$ cat config.mk
export PLATFORM = sky130hd
export DESIGN_NAME = esfs_alu
export DESIGN_NICKNAME = d
export VERILOG_FILES = /design/src/esfs_alu.v
export VERILOG_INCLUDE_DIRS = /design/src
export SDC_FILE = /design/constraint.sdc
export NUM_CORES = 1
export LEC_CHECK = 0
export BUFFER_PORTS_ARGS = -buffer_cell sky130_fd_sc_hd__buf_2
export CAP_MARGIN = 30
export CORE_MARGIN = 2
export CORE_UTILIZATION = 34
export CTS_CLUSTER_DIAMETER = 50
export DETAILED_ROUTE_END_ITERATION = 7
export HOLD_SLACK_MARGIN = 0.1
export PLACE_DENSITY = 0.56
export SKIP_CTS_REPAIR_TIMING = 1
export SYNTH_ARGS = -nofsm -noshare
export SYNTH_HDL_FRONTEND = slang
export SYNTH_SLANG_ARGS = --single-unit
$ cat constraint.sdc
create_clock -name clk -period 3.97 [get_ports clk]
set_clock_uncertainty 0.2 [all_clocks]
set_input_delay 0.794 -clock clk [delete_from_list [all_inputs] [get_ports clk]]
set_output_delay 0.794 -clock clk [all_outputs]
set_load 0.01 [all_outputs]
$ cat src/esfs_consts.vh
`ifndef ESFS_CONSTS_VH
`define ESFS_CONSTS_VH

// ---------------------------------------------------------------
// operation codes
// ---------------------------------------------------------------
`define ESFS_OP_WIDTH        6
`define ESFS_OP_CHAIN_DIFF   6'h33
`define ESFS_OP_CHAIN_SDIFF  6'h37
`define ESFS_OP_STEER_SUM    6'h24

// ---------------------------------------------------------------
// field widths and timing
// ---------------------------------------------------------------
`define ESFS_DATA_WIDTH      32
`define ESFS_FIELD_WIDTH     9
`define ESFS_SLOT_CYCLES     4
`define ESFS_CNT_WIDTH       2
`define ESFS_SLOT_LAST       2'h2 // counter value of the commit cycle, slot cycles minus two
`define ESFS_FLAG_RESET      1'h0

`endif
$ cat src/esfs_alu.v
`timescale 1ns/1ps
`include "esfs_consts.vh"

module esfs_alu
#(
	parameter DATA_WIDTH  = `ESFS_DATA_WIDTH,
	parameter FIELD_WIDTH = `ESFS_FIELD_WIDTH
)
(
	// clock and reset
	input  wire                     clk,
	input  wire                     resetn,
	// instruction issue
	input  wire                     issue,
	input  wire [`ESFS_OP_WIDTH-1:0] op_code,
	input  wire                     imm_sel,
	input  wire [FIELD_WIDTH-1:0]   dest_field,
	input  wire [FIELD_WIDTH-1:0]   src_field,
	input  wire [DATA_WIDTH-1:0]    dest_value,
	input  wire [DATA_WIDTH-1:0]    src_reg_value,
	input  wire                     update_null_flag_option,
	input  wire                     update_borrow_flag_option,
	input  wire                     suppress_writeback_option,
	// flag preload from the chain's leading step
	input  wire                     flag_load,
	input  wire                     flag_load_borrow,
	input  wire                     flag_load_null,
	// slot status
	output reg                      busy,
	output reg                      done,
	// writeback
	output reg                      wb_en,
	output reg  [FIELD_WIDTH-1:0]   wb_addr,
	output reg  [DATA_WIDTH-1:0]    wb_data,
	// flags
	output reg                      borrow_flag,
	output reg                      result_null_flag
);

	// ---------------------------------------------------------------
	// captured instruction
	// ---------------------------------------------------------------
	reg [`ESFS_OP_WIDTH-1:0] op_q;
	reg [DATA_WIDTH-1:0]     d_q;
	reg [DATA_WIDTH-1:0]     s_q;
	reg                      opt_null_q;
	reg                      opt_borrow_q;
	reg                      opt_nowb_q;
	reg [`ESFS_CNT_WIDTH-1:0] slot_cnt;

	wire take   = issue & ~busy;
	// compare at the counter's own width so no bits are dropped silently
	wire finish = busy & (slot_cnt == `ESFS_SLOT_LAST);

	// ---------------------------------------------------------------
	// arithmetic
	// ---------------------------------------------------------------
	// one extra bit keeps both the unsigned borrow and the signed overflow
	wire [DATA_WIDTH:0] d_u = {1'b0, d_q};
	wire [DATA_WIDTH:0] s_u = {1'b0, s_q};
	wire [DATA_WIDTH:0] d_s = {d_q[DATA_WIDTH-1], d_q};
	wire [DATA_WIDTH:0] s_s = {s_q[DATA_WIDTH-1], s_q};
	wire [DATA_WIDTH:0] c_x = {{DATA_WIDTH{1'b0}}, borrow_flag};

	// zero test shared by every null flag path
	function is_zero;
		input [DATA_WIDTH-1:0] value;
	begin
		is_zero = (value == {DATA_WIDTH{1'b0}});
	end
	endfunction

	// guard and sign bit disagree when the signed result wrapped
	function is_wrap;
		input [DATA_WIDTH:0] value;
	begin
		is_wrap = value[DATA_WIDTH] ^ value[DATA_WIDTH-1];
	end
	endfunction

	wire [DATA_WIDTH:0] diff_u = d_u - s_u - c_x;
	wire [DATA_WIDTH:0] diff_s = d_s - s_s - c_x;
	wire [DATA_WIDTH:0] sum_s = borrow_flag ? (d_s - s_s) : (d_s + s_s);

	reg [DATA_WIDTH-1:0] next_result;
	reg                  next_borrow;
	reg                  next_null;
	reg                  op_valid;

	// result and flag candidates per operation
	always @*
	begin
		next_result = diff_u[DATA_WIDTH-1:0];
		next_borrow = borrow_flag;
		next_null   = result_null_flag;
		op_valid    = 1'b1;
		case (op_q)
			`ESFS_OP_CHAIN_DIFF:
			begin
				next_result = diff_u[DATA_WIDTH-1:0];
				next_borrow = diff_u[DATA_WIDTH];
				next_null   = result_null_flag & is_zero(diff_u[DATA_WIDTH-1:0]);
			end
			`ESFS_OP_CHAIN_SDIFF:
			begin
				next_result = diff_s[DATA_WIDTH-1:0];
				next_borrow = is_wrap(diff_s);
				next_null   = result_null_flag & is_zero(diff_s[DATA_WIDTH-1:0]);
			end
			`ESFS_OP_STEER_SUM:
			begin
				next_result = sum_s[DATA_WIDTH-1:0];
				// overflow and zero of the sum
				next_borrow = is_wrap(sum_s);
				next_null   = is_zero(sum_s[DATA_WIDTH-1:0]);
			end
			default:
			begin
				// unknown code: slot still runs, no write enable or flag update, but wb_data still takes the difference
				op_valid    = 1'b0;
			end
		endcase
	end

	// ---------------------------------------------------------------
	// slot sequencing and capture
	// ---------------------------------------------------------------
	// fixed slot: take, two wait edges, commit
	always @(posedge clk or negedge resetn)
	begin
		if (!resetn)
		begin
			busy         <= 1'b0;
			slot_cnt     <= {`ESFS_CNT_WIDTH{1'b0}};
			op_q         <= {`ESFS_OP_WIDTH{1'b0}};
			d_q          <= {DATA_WIDTH{1'b0}};
			s_q          <= {DATA_WIDTH{1'b0}};
			opt_null_q   <= 1'b0;
			opt_borrow_q <= 1'b0;
			opt_nowb_q   <= 1'b0;
			wb_addr      <= {FIELD_WIDTH{1'b0}};
		end
		else if (take)
		begin
			busy         <= 1'b1;
			slot_cnt     <= {`ESFS_CNT_WIDTH{1'b0}};
			op_q         <= op_code;
			d_q          <= dest_value;
			s_q          <= imm_sel ? {{(DATA_WIDTH-FIELD_WIDTH){1'b0}}, src_field} : src_reg_value;
			opt_null_q   <= update_null_flag_option;
			opt_borrow_q <= update_borrow_flag_option;
			opt_nowb_q   <= suppress_writeback_option;
			wb_addr      <= dest_field;
		end
		else if (finish)
		begin
			busy     <= 1'b0;
			slot_cnt <= {`ESFS_CNT_WIDTH{1'b0}};
		end
		else if (busy)
		begin
			slot_cnt <= slot_cnt + 1'b1;
		end
	end

	// ---------------------------------------------------------------
	// commit: writeback and flags
	// ---------------------------------------------------------------
	// a preload in the commit cycle loses only to a flag the step updates, so a chain step is never undone
	always @(posedge clk or negedge resetn)
	begin
		if (!resetn)
		begin
			done             <= 1'b0;
			wb_en            <= 1'b0;
			wb_data          <= {DATA_WIDTH{1'b0}};
			borrow_flag      <= `ESFS_FLAG_RESET;
			result_null_flag <= `ESFS_FLAG_RESET;
		end
		else
		begin
			done  <= finish;
			wb_en <= finish & op_valid & ~opt_nowb_q;
			if (finish)
			begin
				wb_data <= next_result;
			end
			if (finish & op_valid)
			begin
				if (opt_borrow_q)
				begin
					borrow_flag <= next_borrow;
				end
				else if (flag_load)
				begin
					borrow_flag <= flag_load_borrow;
				end
				if (opt_null_q)
				begin
					result_null_flag <= next_null;
				end
				else if (flag_load)
				begin
					result_null_flag <= flag_load_null;
				end
			end
			else if (flag_load)
			begin
				borrow_flag      <= flag_load_borrow;
				result_null_flag <= flag_load_null;
			end
		end
	end

endmodule // esfs_alu

==> Yosys cells after proc, flatten, opt, wreduce, memory -nomap -nowiden <==
Cells that the tools add are included.
{ "word_totals": {"latch_bits": 0, "ff_bits": 121, "ramBits": 0, "rom_bits": 0, "n_memories": 0, "out_inout_bits": 46, "elab_cells": 59} }
{ "op_classes": {"muxes": 17, "addsub": 6, "n_eq_ne": 6, "n_div": 0, "n_reduce_logical": 6, "n_lt_le_gt_ge": 0, "mul": 0, "n_shift": 0, "bitwise": 10} }
{ "ops": {"columns": ["cell", "count"], "rows": [
  ["32-bit zero test", 3],
  ["32-bit by 32-bit subtractor with 33-bit output", 2],
  ["33-bit by 1-bit subtractor with 33-bit output", 2],
  ["32-bit case mux with 2 select lines", 1],
  ["32-bit by 32-bit adder with 33-bit output", 1],
  ["33-bit 2-to-1 mux", 1],
  ["32-bit 2-to-1 mux", 1],
  ["6-bit equality test (second input constant)", 3],
  ["5-bit by 2-bit inequality test with 1-bit output (second input constant)", 2],
  ["1-bit 2-to-1 mux", 9],
  ["1-bit bitwise AND", 6],
  ["2-bit 2-to-1 mux", 3],
  ["1-bit case mux with 3 select lines", 2],
  ["3-bit nonzero test", 1],
  ["3-bit OR reduction", 1],
  ["2-bit by 1-bit adder with 2-bit output (second input constant)", 1],
  ["2-bit equality test (second input constant)", 1],
  ["1-bit inverter", 2],
  ["2-bit nonzero test", 1],
  ["1-bit bitwise XOR", 2]
]} }

==> Logic depth before layout (Yosys ltp) <==
Gate-level depths: netlist of the first run.
{ "logic_depth": {"word_depth": 7, "depth_mapped": 18, "ltp_nobuf": 16} }

==> Least setup slack after synthesis of the first run <==
OpenSTA, ideal clock, no wires.
{ "synth_path": {"path_type": "register to register", "from": "reg d_q[0]", "to": "reg result_null_flag", "path_slack_ns": -0.280, "synth_period_minus_slack_ns": 4.250, "path_stages_with_launch": 16, "n_path_buf": 0, "setup_time_ns": 0.095, "arrival_time_ns": 3.954, "cell_sequence": "dfrtp_1 > inv_1 > ha_1 > inv_1 > fa_1 > a211oi_4 > o21ai_2 > a31oi_1 > xnor2_1 > nand2_1 > nor4b_4 > nand4_2 > nor3_1 > xor2_1 > or4_1 > o31ai_1"} }
{ "synth_via": {"elab_chain_cells": 7, "elab_cells_between_ends": 14} }
{ "synth_lines": {"columns": ["element", "line_no", "text"], "rows": [
  ["start, declared", "esfs_alu.v:44", "reg [DATA_WIDTH-1:0] d_q;"],
  ["start signal, assigned", "esfs_alu.v:136", "d_q <= {DATA_WIDTH{1'b0}};"],
  ["start signal, assigned", "esfs_alu.v:148", "d_q <= dest_value;"],
  ["32-bit by 32-bit subtractor with 33-bit output, on equally long branches", "esfs_alu.v:82, esfs_alu.v:83, esfs_alu.v:81", null],
  ["33-bit by 1-bit subtractor with 33-bit output, on equally long branches", "esfs_alu.v:82, esfs_alu.v:81", null],
  ["32-bit zero test", "esfs_alu.v:69", "is_zero = (value == {DATA_WIDTH{1'b0}});"],
  ["1-bit bitwise AND, on equally long branches", "esfs_alu.v:108, esfs_alu.v:102", null],
  ["1-bit case mux with 3 select lines *", "esfs_alu.v:97", "case (op_q)"],
  ["1-bit 2-to-1 mux *", "esfs_alu.v:198", "if (opt_null_q)"],
  ["1-bit 2-to-1 mux *", "esfs_alu.v:188", "if (finish & op_valid)"],
  ["end signal, assigned", "esfs_alu.v:200", "result_null_flag <= next_null;"],
  ["end signal, assigned", "esfs_alu.v:204", "result_null_flag <= flag_load_null;"],
  ["end signal, assigned", "esfs_alu.v:210", "result_null_flag <= flag_load_null;"],
  ["end, declared", "esfs_alu.v:37", "output reg result_null_flag"]
]} }
Every way passes the cells marked *; elsewhere a longest branch is shown, timed or not.
A chain may end at the register's enable or synchronous reset.

==> Worst setup path in the final report of the first run <==
Same ends and word-level chain as after synthesis.

==> results of run 1 <==
through the flow:
stage | utilization [%] | hold slack, ns | instance area [um2]
6_report | 49.8 | 0.136 | 18800
3_5_place_dp | 45.7 | 0.240 | 17300
3_3_place_gp | 45.7 | 0.228 | 17300
2_1_floorplan | - | 0.203 | 13100
4_1_cts | 47.2 | 0.156 | 17800
5_1_grt | 49.8 | 0.182 | 18800
cell type report:
class	instances	share of cell area, %
Inverter	144	2.90
Sequential cell	121	16.1
Clock buffer	21	2.50
Timing Repair Buffer	582	21.8
Multi-Input combinational cell	1286	52.8
Tap cell	511	3.40
Clock inverter	11	0.519
worst max path at each step:
stage / cells past startpoint / end / from
2_1_floorplan: 17 / wb_data[29]$_DFFE_PN0P_ / d_q[0]$_DFFE_PN0P_
3_3_place_gp: 16 / result_null_flag$_DFFE_PN0P_ / s_q[0]$_DFFE_PN0P_
3_5_place_dp: 18 / wb_data[31]$_DFFE_PN0P_ / d_q[0]$_DFFE_PN0P_
4_1_cts: 16 / result_null_flag$_DFFE_PN0P_ / s_q[0]$_DFFE_PN0P_
5_1_grt: 18 / result_null_flag$_DFFE_PN0P_ / d_q[0]$_DFFE_PN0P_
6_report: 18 / result_null_flag$_DFFE_PN0P_ / d_q[0]$_DFFE_PN0P_
sequential cells by signal, summed over array words and instances, names as in the netlist, 2 cells and up:
name and count:
wb_data 32, slot_cnt 2, wb_addr 9, op_q 6, s_q 32, d_q 32
cell usage in the layout, fill, tap and decap left out, drive strengths merged, types with 18 or more instances in the layout:
cell	count
a211oi	19
a21o	28
a21oi	114
and3	18
buf	582
clkbuf	21
dfrtp	121
ha	128
inv	136
mux2	51
nand2	150
nand2b	38
nand3	33
nand4	27
nor2	110
nor3	33
o211ai	19
o21ai	127
xnor2	75
xor2	30
layer usage:
metal / vias to the layer above / track usage (%) / wire (um)
met2: 387 / 37.9 / 21800
met1: 6700 / 36.8 / 25200
li1: 6906 / - / -
met5: - / 0 / 0
met4: 0 / 5.19 / 798
met3: 33 / 3.39 / 2510
worst reg2reg max path, cell delays in order (launching register included):
cell	delay, ns
dfrtp_1	0.40
buf_4	0.14
ha_2	0.19
fa_2	0.38
nor2b_2	0.18
o211ai_1	0.21
buf_4	0.17
a32oi_1	0.10
xnor2_1	0.20
or3_1	0.41
a2111oi_2	0.34
buf_4	0.17
nand4b_1	0.14
nor4_1	0.31
buf_4	0.17
nand4_1	0.15
nor4_4	0.19
o21ai_2	0.10
o31ai_2	0.08
cells by family after synthesis:
group / count (synthesis) / synth area share, %
DFF: 121 / 23.2
muxes: 68 / 5.71
and+or+nand+nor: 510 / 20.2
AOI/OAI and AO/OA: 471 / 24.1
adders and majority gates: 132 / 12.9
xor gates and xnor gates: 105 / 7.22
buffers and inverters: 220 / 6.59
==> results.toml, run 1 <==
[clock_tree]
cts_sinks = 121
cts_root_buf = "clkbuf_16"
cts_tree = "built"
clkLatencyLatePin_ns = 0.45
cts_htree_levels = 4
clk_path_buf_depth = 2
numCtsBuffers = 17
path_clk_slew_ns = 0.06

[sta]
fin_ws_ns = -0.357
relSlewSlack_pct = 53.9
timing.final.crit_share_pct = 109
tns_ns = -1.69
max_freq_mhz = 231
drv_slew = 0
rsz0062_at_grt = "yes"
finalCriticalPeriod_ns = 4.33
worstMarginPinSlew_ns = 0.687
hold_viol = 0
finalSetupViolCount = 8

[critical_path]
cp-end-kind = "register"
r2r-start = "d_q[0]$_DFFE_PN0P_"
cp_slowest_cell = "or3_1"
cp_top_family = "simple AND/OR/NAND/NOR gates"
cp-start-kind = "register"
crit_required_ns = 4.12
reg2reg_depth = 18
crit_type = "register to register"
crit_buf_inv = 4
crit_fanout = 3
crit_arrival_ns = 4.48
r2r_end = "result_null_flag$_DFFE_PN0P_"
path_cells = "buf_4, ha_2, fa_2, nor2b_2, o211ai_1, buf_4, a32oi_1, xnor2_1, or3_1, a2111oi_2, buf_4, nand4b_1, nor4_1, buf_4, nand4_1, nor4_4, o21ai_2, o31ai_2"
critPathMaxStageDelay_ns = 0.41
regToRegSetupSlack_ns = -0.36
cp_common_cell = "buf_4"

[logic_synthesis]
ys_types = 97
yosysMostFrequentCell = "nand2_1"
synthTopCellsByArea = "dfrtp_1, ha_1, xnor2_1"
synth_top_area_share_pct = 23.2
synth_area_um2 = 13000
avgSynthCellArea_um2 = 8.02
synthesis.nets = 1857
synthFlopType = "dfrtp_1"
synth_edf_count = 0
synthTopCellsByCount = "nand2_1, inv_1, ha_1"
yosys.area.top_type = "dfrtp_1"
yosysWarnings = 0
ys_ff_latch = 121
synth_seq_area_share_pct = 23.2
async_reset_ff_share_pct = 100
syn_inst = 1627

[floorplan]
dieArea_um2 = 39900
initial_core_util_pct = 34.5
die_y_um = 200
core_um2 = 37800
rows = 71
fp.dieW_um = 200
ios = 144

[grt]
grt_pass1_vias = 13100
grt_overflow_total = 0
antenna_found_initial = 0
grt_pass1_wl_um = 75100
grt_max_degree = 81
grt_usage_pct = 24.8

[run]
cap_violations = 0

[route]
vias = 14000
drt_iter0_markers = 1107
first_pass_iters = 6
ant_nets = 0
drc = 0
wire_per_inst_um = 18.8
routed_wl_um = 50300
vias_per_cell = 5.24

[min_path]
worstHoldPathType = "primary input to async pin"

[placement]
pre_cts_ws_ns = -0.360
io_buffers = 143
dp_cells = 2615
place_congestion = 0.959
dp_hpwl_um = 41200

[final_layout]
diodes = 0
nets = 2382
areaGrowthSynthToFinish_pct = 44.1
final_cells = 2676
seq_area_um2 = 3030
multi_input_area_um2 = 9920
drive_gt1_share_pct = 38.0
fillers = 3673

[status]
violations = "negative setup slack"
outcome = "complete, but fails checks"
Power of run 1 is not shown: default switching activity piles up to over one toggle a cycle in this logic, so the estimate is an artifact.
==> run 2: changes to the inputs <==
Settings changed: ABC_AREA set to 1, PLACE_DENSITY 0.56 to 0.52, SLEW_MARGIN set to 15.
==> results.toml, run 2 <==
[status]
outcome = "finished, final reports clean"

[sta]
hold_viol = 0
relSlewSlack_pct = 42.0
finalCriticalPeriod_ns = 3.73
tns_ns = 0
drv_slew = 0
max_freq_mhz = 268
worstMarginPinSlew_ns = 0.869
timing.final.crit_share_pct = 93.9
finalSetupViolCount = 0

[logic_synthesis]
syn_inst = 2266
synthTopCellsByCount = "nand2_1, inv_1, nor2_1"
ys_ff_latch = 121
synth_seq_area_share_pct = 21.4
synth_top_area_share_pct = 21.4
yosysMostFrequentCell = "nand2_1"
synthTopCellsByArea = "dfrtp_1, nand2_1, ha_1"
yosys.area.top_type = "dfrtp_1"
async_reset_ff_share_pct = 100
synth_area_um2 = 14200
ys_types = 60
synthFlopType = "dfrtp_1"
synth_edf_count = 0
synthesis.nets = 2496
yosysWarnings = 0
avgSynthCellArea_um2 = 6.25

[grt]
grt_max_degree = 147
grt_overflow_total = 0
grt_pass1_wl_um = 87600
grt_pass1_vias = 14900
antenna_found_initial = 0
grt_usage_pct = 26.9

[critical_path]
crit_type = "register to register"
path_cells = "ha_1, fa_1, nand3_1, nand2_1, nand3_1, nand2_1, nand2_1, nand2_1, nand2_1, nand2_1, nand2_1, nand2_1, a21boi_2, buf_4, xor2_1, a21oi_1, nor2_1, nand2_1, nor2_1, nor2_1, a21oi_2"
crit_fanout = 4
crit_arrival_ns = 3.94
crit_required_ns = 4.18
cp_slowest_cell = "dfrtp_2"
cp-end-kind = "register"
critPathMaxStageDelay_ns = 0.44
cp-start-kind = "register"
cp_common_cell = "nand2_1"

[final_layout]
seq_area_um2 = 3030
areaGrowthSynthToFinish_pct = 18.0
fillers = 4576
final_cell_mix = "nand2_1, inv_1, nor2_1"
utilization_pct = 40.8
nets = 2679
drive_gt1_share_pct = 18.5
reg.largest.list = "d_q (32), s_q (32), wb_data (32)"
multi_input_area_um2 = 9720
diodes = 0
layout_commonest_cell = "nand2_1"

[route]
wire_per_inst_um = 19.4
drt_iter0_markers = 1106
routed_wl_um = 58000
ant_nets = 0
vias = 15300
vias_per_cell = 5.13
first_pass_iters = 7
drc = 0

[clock_tree]
clk_path_buf_depth = 2
numCtsBuffers = 17
cts_htree_levels = 4
clkLatencyLatePin_ns = 0.48
cts_root_buf = "clkbuf_16"
cts_sinks = 121
cts_tree = "built"
path_clk_slew_ns = 0.06

[floorplan]
initial_core_util_pct = 34.5
die_y_um = 208
ios = 144
fp.dieW_um = 208
rows = 74
core_um2 = 41000
dieArea_um2 = 43300

[placement]
io_buffers = 143
dp_hpwl_um = 49300
place_congestion = 0.949

[min_path]
worstHoldPathType = "register to register"

[run]
cap_violations = 0
run 2: cell types whose count changed in the layout (fill, tap and decap cells not counted), moves of 37 or more:
cell	delta
nand2_1	+478
buf_4	-345
inv_1	+199
nand3_1	+109
nor2_1	+84
o21ai_0	+57
mux2_2	-51
nand2_2	+51
xnor2_1	-43
nand2b_1	-37
run 2: per-stage QoR:
step / hold slack (ns) / area, um2 / std cells / worst slack [ns]
3_3_place_gp: 0.214 / 15800 / 2948 / -0.159
5_1_grt: 0.242 / 16700 / 2992 / -0.0108
2_1_floorplan: 0.204 / 14200 / 2266 / 0.797
4_1_cts: 0.0135 / 16400 / 2979 / -0.248
6_report: 0.226 / 16700 / 2992 / 0.242
3_5_place_dp: 0.229 / 15900 / 2949 / -0.188
run 2: final timing paths:
check | startpoint | to | slack [ns] | cells after the start
worst max-delay path | s_q[0]$_DFFE_PN0P_ | result_null_flag$_DFFE_PN0P_ | 0.24 | 21
worst min-delay path | opt_nowb_q$_DFFE_PN0P_ | wb_en$_DFF_PN0_ | 0.23 | 1
worst max register to register | s_q[0]$_DFFE_PN0P_ | result_null_flag$_DFFE_PN0P_ | 0.24 | 21
worst min register to register | opt_nowb_q$_DFFE_PN0P_ | wb_en$_DFF_PN0_ | 0.23 | 1
max in group asynchronous | resetn | wb_addr[5]$_DFFE_PN0P_ | 2.07 | 4
min in group asynchronous | resetn | wb_data[30]$_DFFE_PN0P_ | 0.61 | 2
run 2: critical path: cells and delay by family, from the launching register on:
kind / cells / cell delay [ns]
buffers and inverters: 1 / 0.14
AO/OA/AOI/OAI: 3 / 0.51
flip-flops: 1 / 0.44
XOR/XNOR: 1 / 0.31
adder cells (fa/ha/maj): 2 / 0.74
AND/OR/NAND/NOR: 14 / 1.33
run 2: kinds of logic after synthesis:
| group | count (synthesis) | share of synthesized area (%) |
|---|---|---|
| AND/OR/NAND/NOR | 1165 | 36.8 |
| buffers and inverters | 423 | 11.6 |
| AO/OA/AOI/OAI | 371 | 15.0 |
| multiplexers | 2 | 0.141 |
| adder cells (fa/ha/maj) | 132 | 11.9 |
| flip-flops | 121 | 21.4 |
| XOR/XNOR | 52 | 3.22 |
run 2: metal layers:
| metal | vias up | GRT usage (%) | wire length (um) |
|---|---|---|---|
| met3 | 65 | 4.71 | 3320 |
| met4 | 0 | 9.87 | 1670 |
| met2 | 439 | 39.5 | 23800 |
| met5 | - | 0 | 0 |
| met1 | 7219 | 39.1 | 29200 |
| li1 | 7618 | - | - |
run 2: final cells by class:
class                           count  share of cell area [%]
Multi-Input combinational cell   1722                    58.2
Clock buffer                       17                    2.54
Timing Repair Buffer              227                    8.37
Sequential cell                   121                    18.1
Inverter                          360                    8.10
Clock inverter                     13                   0.733
Tap cell                          532                    3.98
Power of run 2 is left out for the same reason.
==> run 3: changes to the inputs <==
Settings changed: CORE_UTILIZATION 34 to 56, PLACE_DENSITY 0.52 to 0.78.
==> results.toml, run 3 (synthesized netlist as in run 2, its figures left out) <==
[status]
outcome = "finished, final reports clean"

[final_layout]
multi_input_area_um2 = 9560
design_area_um2 = 16000
fillers = 2360
final_cell_mix = "nand2_1, inv_1, nor2_1"
reg.largest.list = "d_q (32), s_q (32), wb_data (32)"
diodes = 0
drive_gt1_share_pct = 15.3
layout_commonest_cell = "nand2_1"
areaGrowthSynthToFinish_pct = 13.2
seq_area_um2 = 3030
nets = 2634

[clock_tree]
numCtsBuffers = 17
cts_htree_levels = 4
clkLatencyLatePin_ns = 0.44
cts_tree = "built"
cts_sinks = 121
clk_path_buf_depth = 2
cts_root_buf = "clkbuf_16"
path_clk_slew_ns = 0.07

[critical_path]
cp-start-kind = "register"
crit_type = "register to register"
cp-end-kind = "register"
crit_fanout = 6
crit_arrival_ns = 3.96
crit_required_ns = 4.14

[route]
vias_per_cell = 5.71
drc = 0
vias = 15700
drt_iter0_markers = 1686
ant_nets = 0
wire_per_inst_um = 18.8
first_pass_iters = 8
routed_wl_um = 51600

[grt]
grt_max_degree = 151
grt_pass1_wl_um = 78500
grt_overflow_total = 0
antenna_found_initial = 0
grt_usage_pct = 38.7
grt_pass1_vias = 14400

[placement]
pre_cts_ws_ns = 0.140
dp_hpwl_um = 42500
placed_area_um2 = 15300
place_congestion = 1.02
io_buffers = 143

[sta]
tns_ns = 0
fin_ws_ns = 0.179
hold_viol = 0
timing.final.crit_share_pct = 95.5
worstMarginPinSlew_ns = 0.807
finalCriticalPeriod_ns = 3.79
relSlewSlack_pct = 46.1
drv_slew = 0
max_freq_mhz = 264
finalSetupViolCount = 0

[floorplan]
ios = 144
fp.dieW_um = 163
rows = 58
core_um2 = 25000
dieArea_um2 = 26600
die_y_um = 163
initial_core_util_pct = 56.6

[run]
cap_violations = 0

[min_path]
worstHoldPathType = "register to register"
-- run 3: changes by cell type in the layout (fill, tap and decap cells not counted), moves of 5 or more --
cell / change
nand2_1: +17
ha_1: +6
nand2_2: -14
inv_1: +5
buf_4: -43
inv_2: -6
-- run 3: area by class of cell --
type,count,area share [%]
flip-flops and latches,121,18.9
clock buffers,17,2.65
inverters,360,8.46
well taps,330,2.57
multi-input cells,1722,59.6
clock inverters,15,1.33
repair buffers,182,6.48
-- run 3: final timing paths --
kind | startpoint | to | slack (ns) | cells past startpoint
max | d_q[0]$_DFFE_PN0P_ | result_null_flag$_DFFE_PN0P_ | 0.18 | 20
min | opt_nowb_q$_DFFE_PN0P_ | wb_en$_DFF_PN0_ | 0.23 | 1
max reg2reg | d_q[0]$_DFFE_PN0P_ | result_null_flag$_DFFE_PN0P_ | 0.18 | 20
min reg2reg | opt_nowb_q$_DFFE_PN0P_ | wb_en$_DFF_PN0_ | 0.23 | 1
max in group asynchronous | resetn | s_q[21]$_DFFE_PN0P_ | 2.23 | 3
min in group asynchronous | resetn | wb_data[2]$_DFFE_PN0P_ | 0.58 | 2
-- run 3: through the flow --
step                instances  util [%]  hold WS, ns
floorplan                2266         -        0.204
finish                   2747      64.1        0.235
global route             2747      64.1        0.250
global placement         2712      61.2        0.219
detailed placement       2712      61.2        0.226
CTS                      2744      63.7       0.0517
-- run 3: worst max-delay path: stages, from the launching register on --
cell and delay (ns):
dfrtp_1 0.39, inv_1 0.12, ha_1 0.17, inv_2 0.07, fa_2 0.43, nor2_1 0.16
nor2_2 0.10, nor2_4 0.20, nand3_2 0.18, nor2_8 0.21, xor2_1 0.26, nand2_1 0.09
nor3_1 0.36, nand2_1 0.10, nor2_1 0.14, nand3_1 0.11, nor2_1 0.11, nand3_1 0.08
nand2_1 0.06, nand2_1 0.06, a21oi_2 0.12
-- run 3: layer usage --
| layer | vias to the layer above | share of wire [%] | global-route usage (%) |
|---|---|---|---|
| met4 | 0 | 3.6 | 14.4 |
| met5 | - | 0 | 0 |
| met3 | 99 | 10 | 8.41 |
| li1 | 7526 | - | - |
| met2 | 775 | 41 | 57.0 |
| met1 | 7275 | 45 | 55.3 |
Power of run 3 is left out for the same reason.
